### src/logic/ccu_defines.vh
// Register offsets, field positions and reset values of the compare/capture unit
`ifndef CCU_DEFINES_VH
`define CCU_DEFINES_VH

// ----------------------------------------------------------------
// Register byte offsets
// ----------------------------------------------------------------
`define OFF_SET_MASK 8'ha5
`define OFF_CLR_MASK 8'ha6
`define OFF_PORT5 8'hf8
`define OFF_CC_LO_BASE 8'hc0
`define OFF_COMSET_LO 8'hca
`define OFF_COMSET_HI 8'hcb
`define OFF_COMCLR_LO 8'hcc
`define OFF_COMCLR_HI 8'hcd
`define OFF_CM_LO_BASE 8'hd0
`define OFF_CC_EN 8'he0
`define OFF_CAP_CTL 8'he1
`define OFF_CC_MODE 8'he2
`define OFF_CC_LEVEL 8'he3
`define OFF_CM_EN 8'he4
`define OFF_CM_SEL 8'he5
`define OFF_CM_LEVEL 8'he6
`define OFF_RELOAD_CTL 8'he7
`define OFF_CM_FLAGS 8'he8
`define OFF_MISC_FLAGS 8'he9
`define OFF_CC_FLAGS 8'hea
`define OFF_CT_CTL 8'heb
`define OFF_CT_REL_LO 8'hec
`define OFF_CT_REL_HI 8'hed
`define OFF_CT_CNT_LO 8'hee
`define OFF_CT_CNT_HI 8'hef
`define OFF_CT_PRESC 8'hf0

// ----------------------------------------------------------------
// Field positions
// ----------------------------------------------------------------
`define RL_ENABLE 0
`define RL_EXT_MODE 1
`define RL_SET_EN 2
`define RL_CLR_EN 3
`define MISC_CTF 0
`define MISC_ICS 1
`define MISC_ICR 2
`define MISC_EXT 3
`define CAP_MODE_LSB 4
`define CT_RUN 0

// ----------------------------------------------------------------
// Reset values and timing
// ----------------------------------------------------------------
`define RST_BYTE 8'h00
`define RST_WORD 16'h0000
`define RST_PORT5 8'hff
`define CT_MAX_COUNT 16'hffff

`endif

### src/logic/compare_timer.v
// Sixteen-bit compare timer with eight-bit prescaler and reload
`timescale 1ns/10ps
`default_nettype none
`include "ccu_defines.vh"

module compare_timer (
	input wire clk,
	input wire rst_n,
	input wire run,
	input wire [7:0] presc,
	input wire [15:0] reload,
	output wire [15:0] count,
	output wire ovf
);

	reg half_r;
	reg [7:0] pcnt_r;
	reg [15:0] count_r;
	reg ovf_r;
	wire tick;

	// Half rate step keeps the count at most half the clock
	assign tick = run & half_r & (pcnt_r == presc);

	always @(posedge clk)
	begin
		if (!rst_n)
		begin
			half_r <= 1'b0;
			pcnt_r <= `RST_BYTE;
			count_r <= `RST_WORD;
			ovf_r <= 1'b0;
		end
		else
		begin
			ovf_r <= 1'b0;
			if (run)
				half_r <= ~half_r;
			if (run & half_r)
				pcnt_r <= (pcnt_r == presc) ? `RST_BYTE : pcnt_r + 8'h01;
			if (tick)
			begin
				if (count_r == `CT_MAX_COUNT)
				begin
					count_r <= reload;
					ovf_r <= 1'b1;
				end
				else
					count_r <= count_r + 16'h0001;
			end
		end
	end

	assign count = count_r;
	assign ovf = ovf_r;

endmodule // compare_timer
`default_nettype wire

### src/logic/compare_capture_reload_unit.v
// Compare, capture and timer reload logic of the compare/capture unit
`timescale 1ns/10ps
`default_nettype none
`include "ccu_defines.vh"

module compare_capture_reload_unit (
	input wire REF_CLK,
	input wire RESET_N,
	input wire [7:0] SFR_ADDR,
	input wire [7:0] SFR_WDATA,
	input wire SFR_WR,
	output wire [7:0] SFR_RDATA,
	input wire [15:0] T2_COUNT,
	input wire T2_OVF,
	output wire T2_RELOAD,
	output wire [15:0] T2_RELOAD_VALUE,
	input wire [3:0] CAPTURE_PIN_IN,
	input wire EXTERNAL_RELOAD_PIN,
	output wire [4:0] COMPARE_CAPTURE_PIN_OUT,
	output wire [7:0] ASSIGNABLE_COMPARE_OUT,
	output wire [7:0] CONCURRENT_COMPARE_OUT,
	output wire [4:0] CC_MATCH_IRQ,
	output wire ASSIGNABLE_MATCH_IRQ,
	output wire COMPARE_TIMER_OVERFLOW_IRQ,
	output wire SET_MATCH_IRQ,
	output wire CLEAR_MATCH_IRQ,
	output wire EXT_RELOAD_IRQ
);

	// ----------------------------------------------------------------
	// Helpers
	// ----------------------------------------------------------------
	function addr_hit;
		input [7:0] a;
		input [7:0] base;
		input [3:0] k;
		begin
			addr_hit = (a == base + {3'b000, k, 1'b0});
		end
	endfunction

	function first_eq;
		input eq;
		input eq_prev;
		begin
			first_eq = eq & ~eq_prev;
		end
	endfunction

	// ----------------------------------------------------------------
	// State
	// ----------------------------------------------------------------
	reg [15:0] cc_r [0:4];
	reg [15:0] cm_r [0:7];
	reg [15:0] cm_shadow_r [0:7];
	reg [15:0] comset_r;
	reg [15:0] comclr_r;
	reg [7:0] set_mask_r;
	reg [7:0] clr_mask_r;
	reg [7:0] port5_data_reg_r;
	reg [7:0] port5_nxt;
	reg [4:0] cc_en_r;
	reg [7:0] cap_ctl_r;
	reg [4:0] cc_mode_r;
	reg [4:0] cc_level_r;
	reg [7:0] cm_en_r;
	reg [7:0] cm_sel_r;
	reg [7:0] cm_level_r;
	reg [3:0] reload_ctl_r;
	reg [7:0] assignable_match_flags_r;
	reg [3:0] misc_flags_r;
	reg [4:0] cc_flags_r;
	reg [7:0] ct_ctl_r;
	reg [7:0] ct_presc_r;
	reg [15:0] ct_rel_r;
	reg [4:0] cc_out_r;
	reg [7:0] cm_out_r;
	reg [4:0] cc_eq_r;
	reg [7:0] cm_eq_r;
	reg set_eq_r;
	reg clr_eq_r;
	reg [3:0] cap_s1_r;
	reg [3:0] cap_s2_r;
	reg [3:0] cap_s3_r;
	reg [2:0] ext_sync_r;
	reg t2_reload_r;
	reg [15:0] t2_reload_value_r;
	reg [7:0] rdata_r;
	reg [7:0] rd_nxt;
	reg [4:0] cc_eq;
	reg [7:0] cm_eq;
	integer i;
	integer eq_idx;
	integer rd_idx;

	wire [15:0] ct_count;
	wire ct_ovf;
	wire [3:0] cap_rise;
	wire ext_fall;
	wire [4:0] cc_hit;
	wire [7:0] cm_hit;
	wire set_hit;
	wire clr_hit;
	wire reload_now;

	// ----------------------------------------------------------------
	// Compare timer
	// ----------------------------------------------------------------
	compare_timer u_compare_timer (
		.clk(REF_CLK),
		.rst_n(RESET_N),
		.run(ct_ctl_r[`CT_RUN]),
		.presc(ct_presc_r),
		.reload(ct_rel_r),
		.count(ct_count),
		.ovf(ct_ovf)
	);

	// ----------------------------------------------------------------
	// Pin synchronisers and edges
	// ----------------------------------------------------------------
	always @(posedge REF_CLK)
	begin
		if (!RESET_N)
		begin
			cap_s1_r <= 4'h0;
			cap_s2_r <= 4'h0;
			cap_s3_r <= 4'h0;
			ext_sync_r <= 3'h7;
		end
		else
		begin
			cap_s1_r <= CAPTURE_PIN_IN;
			cap_s2_r <= cap_s1_r;
			cap_s3_r <= cap_s2_r;
			ext_sync_r <= {ext_sync_r[1:0], EXTERNAL_RELOAD_PIN};
		end
	end

	assign cap_rise = cap_s2_r & ~cap_s3_r;
	assign ext_fall = ext_sync_r[2] & ~ext_sync_r[1];

	// ----------------------------------------------------------------
	// Equality and match detection
	// ----------------------------------------------------------------
	always @*
	begin
		for (eq_idx = 0; eq_idx < 5; eq_idx = eq_idx + 1)
			cc_eq[eq_idx] = (cc_r[eq_idx] == T2_COUNT);
		for (eq_idx = 0; eq_idx < 8; eq_idx = eq_idx + 1)
			cm_eq[eq_idx] = cm_sel_r[eq_idx] ? (cm_shadow_r[eq_idx] == ct_count)
				: (cm_r[eq_idx] == T2_COUNT);
	end

	// Capture channels never compare
	assign cc_hit = first_eq(1'b1, 1'b0) ? (cc_eq & ~cc_eq_r & cc_en_r
		& ~{1'b0, cap_ctl_r[3:0]}) : 5'h00;
	assign cm_hit = cm_eq & ~cm_eq_r & cm_en_r;
	assign set_hit = reload_ctl_r[`RL_SET_EN] & first_eq(comset_r == T2_COUNT, set_eq_r);
	assign clr_hit = reload_ctl_r[`RL_CLR_EN] & first_eq(comclr_r == T2_COUNT, clr_eq_r);
	assign reload_now = reload_ctl_r[`RL_ENABLE]
		& (reload_ctl_r[`RL_EXT_MODE] ? ext_fall : T2_OVF);

	// ----------------------------------------------------------------
	// Port 5 concurrent compare
	// ----------------------------------------------------------------
	always @*
	begin
		port5_nxt = port5_data_reg_r;
		if (SFR_WR && SFR_ADDR == `OFF_PORT5)
			port5_nxt = SFR_WDATA;
		if (set_hit)
			port5_nxt = port5_nxt | set_mask_r;
		if (clr_hit)
			port5_nxt = port5_nxt & ~clr_mask_r;
	end

	// ----------------------------------------------------------------
	// Registers, capture and outputs
	// ----------------------------------------------------------------
	always @(posedge REF_CLK)
	begin
		if (!RESET_N)
		begin
			for (i = 0; i < 5; i = i + 1)
				cc_r[i] <= `RST_WORD;
			for (i = 0; i < 8; i = i + 1)
			begin
				cm_r[i] <= `RST_WORD;
				cm_shadow_r[i] <= `RST_WORD;
			end
			comset_r <= `RST_WORD;
			comclr_r <= `RST_WORD;
			set_mask_r <= `RST_BYTE;
			clr_mask_r <= `RST_BYTE;
			port5_data_reg_r <= `RST_PORT5;
			cc_en_r <= 5'h00;
			cap_ctl_r <= `RST_BYTE;
			cc_mode_r <= 5'h00;
			cc_level_r <= 5'h00;
			cm_en_r <= `RST_BYTE;
			cm_sel_r <= `RST_BYTE;
			cm_level_r <= `RST_BYTE;
			reload_ctl_r <= 4'h0;
			assignable_match_flags_r <= `RST_BYTE;
			misc_flags_r <= 4'h0;
			cc_flags_r <= 5'h00;
			ct_ctl_r <= `RST_BYTE;
			ct_presc_r <= `RST_BYTE;
			ct_rel_r <= `RST_WORD;
			cc_out_r <= 5'h00;
			cm_out_r <= `RST_BYTE;
			cc_eq_r <= 5'h00;
			cm_eq_r <= `RST_BYTE;
			set_eq_r <= 1'b0;
			clr_eq_r <= 1'b0;
			t2_reload_r <= 1'b0;
			t2_reload_value_r <= `RST_WORD;
			rdata_r <= `RST_BYTE;
		end
		else
		begin
			// Byte writes from the CPU
			for (i = 0; i < 5; i = i + 1)
			begin
				if (SFR_WR && addr_hit(SFR_ADDR, `OFF_CC_LO_BASE, i[3:0]))
					cc_r[i][7:0] <= SFR_WDATA;
				if (SFR_WR && addr_hit(SFR_ADDR, `OFF_CC_LO_BASE + 8'h01, i[3:0]))
					cc_r[i][15:8] <= SFR_WDATA;
			end
			// Capture overrides the stored value
			for (i = 0; i < 4; i = i + 1)
			begin
				if (cap_ctl_r[i] && !cap_ctl_r[`CAP_MODE_LSB + i] && cap_rise[i])
					cc_r[i] <= T2_COUNT;
				if (cap_ctl_r[i] && cap_ctl_r[`CAP_MODE_LSB + i] && SFR_WR
					&& addr_hit(SFR_ADDR, `OFF_CC_LO_BASE, i[3:0]))
					cc_r[i] <= T2_COUNT;
			end
			for (i = 0; i < 8; i = i + 1)
			begin
				if (SFR_WR && addr_hit(SFR_ADDR, `OFF_CM_LO_BASE, i[3:0]))
					cm_r[i][7:0] <= SFR_WDATA;
				if (SFR_WR && addr_hit(SFR_ADDR, `OFF_CM_LO_BASE + 8'h01, i[3:0]))
					cm_r[i][15:8] <= SFR_WDATA;
				if (ct_ovf)
					cm_shadow_r[i] <= cm_r[i];
				// Compare timer side runs mode 0, general timer side mode 1
				if (cm_sel_r[i])
				begin
					if (cm_hit[i])
						cm_out_r[i] <= 1'b1;
					else if (ct_ovf)
						cm_out_r[i] <= 1'b0;
				end
				else if (cm_hit[i])
					cm_out_r[i] <= cm_level_r[i];
			end
			for (i = 0; i < 5; i = i + 1)
			begin
				if (cc_mode_r[i])
				begin
					if (cc_hit[i])
						cc_out_r[i] <= cc_level_r[i];
				end
				else if (cc_hit[i])
					cc_out_r[i] <= 1'b1;
				else if (T2_OVF)
					cc_out_r[i] <= 1'b0;
			end
			if (SFR_WR)
			begin
				case (SFR_ADDR)
					`OFF_COMSET_LO: comset_r[7:0] <= SFR_WDATA;
					`OFF_COMSET_HI: comset_r[15:8] <= SFR_WDATA;
					`OFF_COMCLR_LO: comclr_r[7:0] <= SFR_WDATA;
					`OFF_COMCLR_HI: comclr_r[15:8] <= SFR_WDATA;
					`OFF_SET_MASK: set_mask_r <= SFR_WDATA;
					`OFF_CLR_MASK: clr_mask_r <= SFR_WDATA;
					`OFF_CC_EN: cc_en_r <= SFR_WDATA[4:0];
					`OFF_CAP_CTL: cap_ctl_r <= SFR_WDATA;
					`OFF_CC_MODE: cc_mode_r <= SFR_WDATA[4:0];
					`OFF_CC_LEVEL: cc_level_r <= SFR_WDATA[4:0];
					`OFF_CM_EN: cm_en_r <= SFR_WDATA;
					`OFF_CM_SEL: cm_sel_r <= SFR_WDATA;
					`OFF_CM_LEVEL: cm_level_r <= SFR_WDATA;
					`OFF_RELOAD_CTL: reload_ctl_r <= SFR_WDATA[3:0];
					`OFF_CT_CTL: ct_ctl_r <= SFR_WDATA;
					`OFF_CT_PRESC: ct_presc_r <= SFR_WDATA;
					`OFF_CT_REL_LO: ct_rel_r[7:0] <= SFR_WDATA;
					`OFF_CT_REL_HI: ct_rel_r[15:8] <= SFR_WDATA;
					default: ;
				endcase
			end
			port5_data_reg_r <= port5_nxt;
			// Request flags: a hardware set wins over a software write
			assignable_match_flags_r <= ((SFR_WR && SFR_ADDR == `OFF_CM_FLAGS) ? SFR_WDATA
				: assignable_match_flags_r) | (cm_hit & ~cm_sel_r);
			misc_flags_r <= ((SFR_WR && SFR_ADDR == `OFF_MISC_FLAGS) ? SFR_WDATA[3:0]
				: misc_flags_r) | {reload_ctl_r[`RL_EXT_MODE] & ext_fall,
				clr_hit, set_hit, ct_ovf};
			cc_flags_r <= ((SFR_WR && SFR_ADDR == `OFF_CC_FLAGS) ? SFR_WDATA[4:0]
				: cc_flags_r) | cc_hit;
			cc_eq_r <= cc_eq;
			cm_eq_r <= cm_eq;
			set_eq_r <= (comset_r == T2_COUNT);
			clr_eq_r <= (comclr_r == T2_COUNT);
			t2_reload_r <= reload_now;
			t2_reload_value_r <= {cc_r[0][15:8], cc_r[0][7:0]};
			rdata_r <= rd_nxt;
		end
	end

	// ----------------------------------------------------------------
	// Read multiplexer
	// ----------------------------------------------------------------
	always @*
	begin
		rd_nxt = `RST_BYTE;
		case (SFR_ADDR)
			`OFF_COMSET_LO: rd_nxt = comset_r[7:0];
			`OFF_COMSET_HI: rd_nxt = comset_r[15:8];
			`OFF_COMCLR_LO: rd_nxt = comclr_r[7:0];
			`OFF_COMCLR_HI: rd_nxt = comclr_r[15:8];
			`OFF_SET_MASK: rd_nxt = set_mask_r;
			`OFF_CLR_MASK: rd_nxt = clr_mask_r;
			`OFF_PORT5: rd_nxt = port5_data_reg_r;
			`OFF_CC_EN: rd_nxt = {3'b000, cc_en_r};
			`OFF_CAP_CTL: rd_nxt = cap_ctl_r;
			`OFF_CC_MODE: rd_nxt = {3'b000, cc_mode_r};
			`OFF_CC_LEVEL: rd_nxt = {3'b000, cc_level_r};
			`OFF_CM_EN: rd_nxt = cm_en_r;
			`OFF_CM_SEL: rd_nxt = cm_sel_r;
			`OFF_CM_LEVEL: rd_nxt = cm_level_r;
			`OFF_RELOAD_CTL: rd_nxt = {4'h0, reload_ctl_r};
			`OFF_CM_FLAGS: rd_nxt = assignable_match_flags_r;
			`OFF_MISC_FLAGS: rd_nxt = {4'h0, misc_flags_r};
			`OFF_CC_FLAGS: rd_nxt = {3'b000, cc_flags_r};
			`OFF_CT_CTL: rd_nxt = ct_ctl_r;
			`OFF_CT_PRESC: rd_nxt = ct_presc_r;
			`OFF_CT_REL_LO: rd_nxt = ct_rel_r[7:0];
			`OFF_CT_REL_HI: rd_nxt = ct_rel_r[15:8];
			`OFF_CT_CNT_LO: rd_nxt = ct_count[7:0];
			`OFF_CT_CNT_HI: rd_nxt = ct_count[15:8];
			default: rd_nxt = `RST_BYTE;
		endcase
		for (rd_idx = 0; rd_idx < 5; rd_idx = rd_idx + 1)
		begin
			if (addr_hit(SFR_ADDR, `OFF_CC_LO_BASE, rd_idx[3:0]))
				rd_nxt = cc_r[rd_idx][7:0];
			if (addr_hit(SFR_ADDR, `OFF_CC_LO_BASE + 8'h01, rd_idx[3:0]))
				rd_nxt = cc_r[rd_idx][15:8];
		end
		for (rd_idx = 0; rd_idx < 8; rd_idx = rd_idx + 1)
		begin
			if (addr_hit(SFR_ADDR, `OFF_CM_LO_BASE, rd_idx[3:0]))
				rd_nxt = cm_r[rd_idx][7:0];
			if (addr_hit(SFR_ADDR, `OFF_CM_LO_BASE + 8'h01, rd_idx[3:0]))
				rd_nxt = cm_r[rd_idx][15:8];
		end
	end

	// ----------------------------------------------------------------
	// Outputs
	// ----------------------------------------------------------------
	assign SFR_RDATA = rdata_r;
	assign T2_RELOAD = t2_reload_r;
	assign T2_RELOAD_VALUE = t2_reload_value_r;
	assign COMPARE_CAPTURE_PIN_OUT = cc_out_r;
	assign ASSIGNABLE_COMPARE_OUT = cm_out_r;
	assign CONCURRENT_COMPARE_OUT = port5_data_reg_r;
	assign CC_MATCH_IRQ = cc_flags_r;
	assign ASSIGNABLE_MATCH_IRQ = |assignable_match_flags_r;
	assign COMPARE_TIMER_OVERFLOW_IRQ = misc_flags_r[`MISC_CTF];
	assign SET_MATCH_IRQ = misc_flags_r[`MISC_ICS];
	assign CLEAR_MATCH_IRQ = misc_flags_r[`MISC_ICR];
	assign EXT_RELOAD_IRQ = misc_flags_r[`MISC_EXT];

endmodule // compare_capture_reload_unit
`default_nettype wire

### config.mk
export PLATFORM = sky130hd
export DESIGN_NAME = compare_capture_reload_unit
export DESIGN_NICKNAME = d
export VERILOG_FILES = /design/src/logic/compare_timer.v /design/src/logic/compare_capture_reload_unit.v
export VERILOG_INCLUDE_DIRS = /design/src /design/src/logic
export SDC_FILE = /design/constraint.sdc
export NUM_CORES = 1
export LEC_CHECK = 0
export ABC_AREA = 1
export BUFFER_PORTS_ARGS = -buffer_cell sky130_fd_sc_hd__buf_2
export CELL_PAD_IN_SITES_DETAIL_PLACEMENT = 0
export CELL_PAD_IN_SITES_GLOBAL_PLACEMENT = 2
export CORE_UTILIZATION = 41
export CTS_CLUSTER_SIZE = 40
export DETAILED_ROUTE_END_ITERATION = 8
export PLACE_DENSITY_LB_ADDON = 0.1
export SYNTH_ARGS = -nofsm -noshare
export SYNTH_HDL_FRONTEND = slang
export SYNTH_SLANG_ARGS = --single-unit
### constraint.sdc
create_clock -name REF_CLK -period 9.28 [get_ports REF_CLK]
set_input_delay 0.928 -clock REF_CLK [delete_from_list [all_inputs] [get_ports REF_CLK]]
set_output_delay 0.928 -clock REF_CLK [all_outputs]
set_load 0.01 [all_outputs]
### After elaboration in Yosys (flattened, before gate mapping)

Memory sizes are Yosys's and may differ from the RTL's.
Index checks and enable logic that the tools add are counted.

* $add $sub $neg: 2
* eq/ne operators: 80
* muxes and demuxes: 242
* bitwise gates (word level): 81
* reduce and logical (&&, ||, !) cells: 108

Operators with widths (number)
* $mux W8: 73
* $eq A8 B8 Y1 const B: 50
* $eq A16 B16 Y1: 23
* $pmux W8 S24: 1
* $mux W1: 157
* $mux W16: 9
* $reduce_and A2 Y1: 32
* $logic_and A1 B1 Y1: 50
* $or A1 B1 Y1: 50
* $reduce_bool A2 Y1: 21
* $and A8 B8 Y8: 4
* $not A8 Y8: 3
* $add A16 B1 Y16 const B: 1
* $eq A16 B16 Y1 const B: 1
* $or A8 B8 Y8: 2
* $and A5 B5 Y5: 3
* $ne A2 B1 Y1 const B: 5
* $and A1 B1 Y1: 9
* $add A8 B1 Y8 const B: 1
* $eq A8 B8 Y1: 1
* $reduce_or A8 Y1: 1
* $mux W5: 1
* $not A4 Y5: 1
* $not A5 Y5: 1
* other kinds (7): 13

* bits in registers: 250
* bits in writable memories: 336
* bits of input ports: 41
* output and inout port bits: 56
* memories kept: 3

Memories
* cm_r: words 8, bits a word 16, rd ports 8, clocked after memory_dff 0, wr ports 8, RTL line compare_capture_reload_unit.v:54 `reg [15:0] cm_r [0:7];`
* cm_shadow_r: words 8, bits a word 16, rd ports 8, clocked after memory_dff 0, wr ports 8, RTL line compare_capture_reload_unit.v:55 `reg [15:0] cm_shadow_r [0:7];`
* cc_r: words 5, bits a word 16, rd ports 5, clocked after memory_dff 0, wr ports 5, RTL line compare_capture_reload_unit.v:53 `reg [15:0] cc_r [0:4];`

### Logic depth before layout (Yosys ltp)

* depth after elaboration: 28
* mapped depth: 27
* mapped depth without buffers: 27

### Modules after synthesis

Synthesis repeated with hierarchy kept, for this count alone.

* cell total of the unflattened synthesis: 3688
* area, all modules: 29828.6 um^2

Modules (own cells, without submodules)
* compare_capture_reload_unit: times used 1, cells an instance 3417, area an instance 28096.9 um^2
* compare_timer: times used 1, cells an instance 271, area an instance 1731.7 um^2

### Least setup slack after synthesis

Ideal clock, no wire load.

* path type: input -> register
* start: in RESET_N
* end: mem cm_shadow_r[0][0], enable pin
* setup time: 1114 ps
* arrival: 4140 ps
* required time: 8166 ps
* path slack: 4026 ps
* cell stages on the path: 5
* path through: clkbuf_1 -> clkbuf_1 -> clkbuf_1 -> clkbuf_1 -> nand2_1

RTL lines
* from (decl): RTL line compare_capture_reload_unit.v:8 `input wire RESET_N,`
* to (decl): RTL line compare_capture_reload_unit.v:55

==> flow_summary.ini <==
[timing]
period_minus_slack_ns = 4.47
hold_ws_ns = 0.419
rsz0062_at_grt = no
min_period_over_period_pct = 48.2
clock_skew_ns = 0.0341
setup_violations = 0
slew_viol_final = 0
finalSetupTns_ns = 0
fmax_mhz = 224
tightest_slew_ns = 1.39
hold_viol = 0
slew_headroom_pct = 6.47

[cts]
numCtsBuffers = 70
tritoncts = yes
postCtsSetupBuffers = 0
cts.sinks = 586
insertion_delay_ns = 0.64
ctsHoldBuffers = 0
path_clk_slew_ns = 0.06
post_cts_resized = 0
clk_path_buf_depth = 3
cts_max_level = 3
cts-root-buf = clkbuf_16

[critical_path]
regToRegSetupSlack_ns = 5.79
r2r_start = u_compare_timer.count[1]
end_kind = flop
cp_data_required_time_ns = 9.51
reg2reg_depth = 21
worst_setup_path_start_kind = input pin
cp.arrival_ns = 4.70
critical_path_class = in2reg
crit_fanout = 16
reg2reg_to = SFR_RDATA[1]

[synth]
synthArstFlopShare_pct = 0
yosysWarnings = 0
synth.top_cells.by_area = edfxtp_1, dfxtp_1, nand2_1
synth_edf_count = 336
synthFlopType = edfxtp_1
synthesis.nets = 3689
synth_area_per_cell_um2 = 8.14
ys_seq_area_share_pct = 50.8
synth-seq-cells = 586
yosysMostFrequentCell = nand2_1
yosysUniqueCellTypes = 44
ys_top_cells_by_count = nand2_1, inv_1, nor2_1, edfxtp_1, o21ai_0
yosysTopAreaCell = edfxtp_1
synth_top_cell_area_share_pct = 34.0
syn-cell-area_um2 = 29700
synth_cells = 3646

[min_path]
holdPathEnd = cap_s2_r[2]
whs_path_depth = 2
holdCritStartpoint = cap_s1_r[2]
hold_path_class = reg2reg

[floorplanning]
initial_core_util_pct = 41.5
ios = 97
rows = 98
fp.dieH_um = 271
dieArea_um2 = 73500
die_w_um = 271
core-area_um2 = 71600

[layout]
area_delta_synth_final_pct = 12.6
post-route-util_pct = 46.7
nets = 3718
layout-drive-gt1-share_pct = 8.34
stdcell_area_um2 = 33400

[global_route]
grt_max_degree = 97
grt_pass1_vias = 25400
antenna_found_initial = 4
grt_usage_pct = 34.9
grt_first_pass_wirelength_um = 184000
gr-total-overflow = 0

[routing]
drt_iter0_markers = 3349
vias_per_cell = 5.78
dr.pass1.iters = 5
routed_wl_um = 130000
route.detailed.drc = 0
ant_nets = 0
num_vias = 27000
wl_per_cell_um = 27.8

[power]
power.leakage_nw = 13.3
peakVddDrop_mv = 0.159
p_per_area_nw_per_um2 = 187

[placed_design]
gp_congestion = 0.931
io_buffers = 96
placed_area_um2 = 31000
detailedPlacementHpwl_um = 91500

[flow_run]
max_cap_viol_count = 0

[run_status]
outcome = complete, no violations
[layout by cell type (no fill, tap or decap), types with 3 or more instances in the layout]
cell	count
nand2_1	716
inv_1	453
nor2_1	380
edfxtp_1	336
o21ai_0	301
dfxtp_1	250
nand3_1	217
a21oi_1	212
xnor2_1	106
xor2_1	105
buf_2	95
nand4_1	78
clkbuf_16	75
o22ai_1	53
buf_4	44
nor4_1	38
nor3_1	33
or2_2	24
a211oi_1	23
o2111ai_1	21
clkinv_2	18
o221ai_1	18
a221oi_1	14
nor2_2	12
inv_2	11
clkinv_1	10
o211ai_1	8
or4_1	8
bufinv_16	8
clkbuf_8	8
o21ai_1	7
clkbuf_1	5
o21a_1	4
nor3b_1	4
nand3b_1	3
a2111oi_0	3
o31ai_1	3
clkinvlp_4	3
[routing by layer]
metal	vias to the layer above	global-route usage (%)	wire length (um)
li1	12200	-	-
met1	13200	48.3	56200
met2	1349	53.6	57000
met3	266	7.38	11700
met4	0	12.8	5150
met5	-	0	0
[flip-flops by register name, indices dropped and copies added (netlist names), 16 cells and up]
name and count:
cm_shadow_r 128, u_compare_timer.count 16, ct_rel_r 16, T2_RELOAD_VALUE 16, cm_r 128, comclr_r 16, comset_r 16, cc_r 80
[worst max path at each step]
| stage | from | end | depth (start not counted) |
|---|---|---|---|
| 2_1_floorplan | RESET_N | cm_shadow_r[0][0] | 5 |
| 3_3_place_gp | SFR_ADDR[6] | cm_r[1][42] | 7 |
| 3_5_place_dp | SFR_ADDR[6] | cm_r[1][36] | 7 |
| 4_1_cts | SFR_ADDR[6] | cm_r[1][36] | 7 |
| 5_1_grt | SFR_ADDR[6] | cm_r[1][36] | 7 |
| 6_report | SFR_ADDR[6] | cm_r[1][36] | 7 |
[logic make-up after synthesis]
group / after synthesis / share of synthesized area (%)
compound gates: 670 / 12.6
xor+xnor: 211 / 6.22
fa+ha+maj: 2 / 0.0843
buf+inv: 653 / 8.36
flops: 586 / 50.8
simple gates: 1524 / 21.9
[worst max-delay path, cell delays in order]
cell      delay [ns]
buf_2           0.09
nand2_1         0.16
nor3_1          0.48
clkinv_1        0.77
nor2_1          0.86
inv_1           0.33
o21ai_0         1.06
[area by class of cell]
type / count / area [um^2]
flip-flops and latches: 586 / 15100
clock buffers: 89 / 2010
fillers: 7163 / 38200
well taps: 950 / 1190
multi-input cells: 2407 / 12100
clock inverters: 37 / 409
repair buffers: 140 / 817
diodes: 1 / 2.50
inverters: 470 / 1770
[where the power goes]
part	switching (W)	leakage, nW	internal [W]
logic	0.000322	6.71	0.000100
clock network	0.00116	1.20	0.00176
registers	0.0000695	5.38	0.00283
total	0.00156	13.3	0.00469
[per-stage QoR]
stage                     setup WS (ns)  power (W)  std cells
after floorplan                    4.03    0.00315       3646
after global placement             4.37    0.00335       4553
after detailed placement           4.30    0.00336       4553
after CTS                          4.92    0.00625       4679
after global routing               4.60    0.00638       4679
final                              4.81    0.00624       4680
Note: power is estimated with default switching activity, not from simulation.
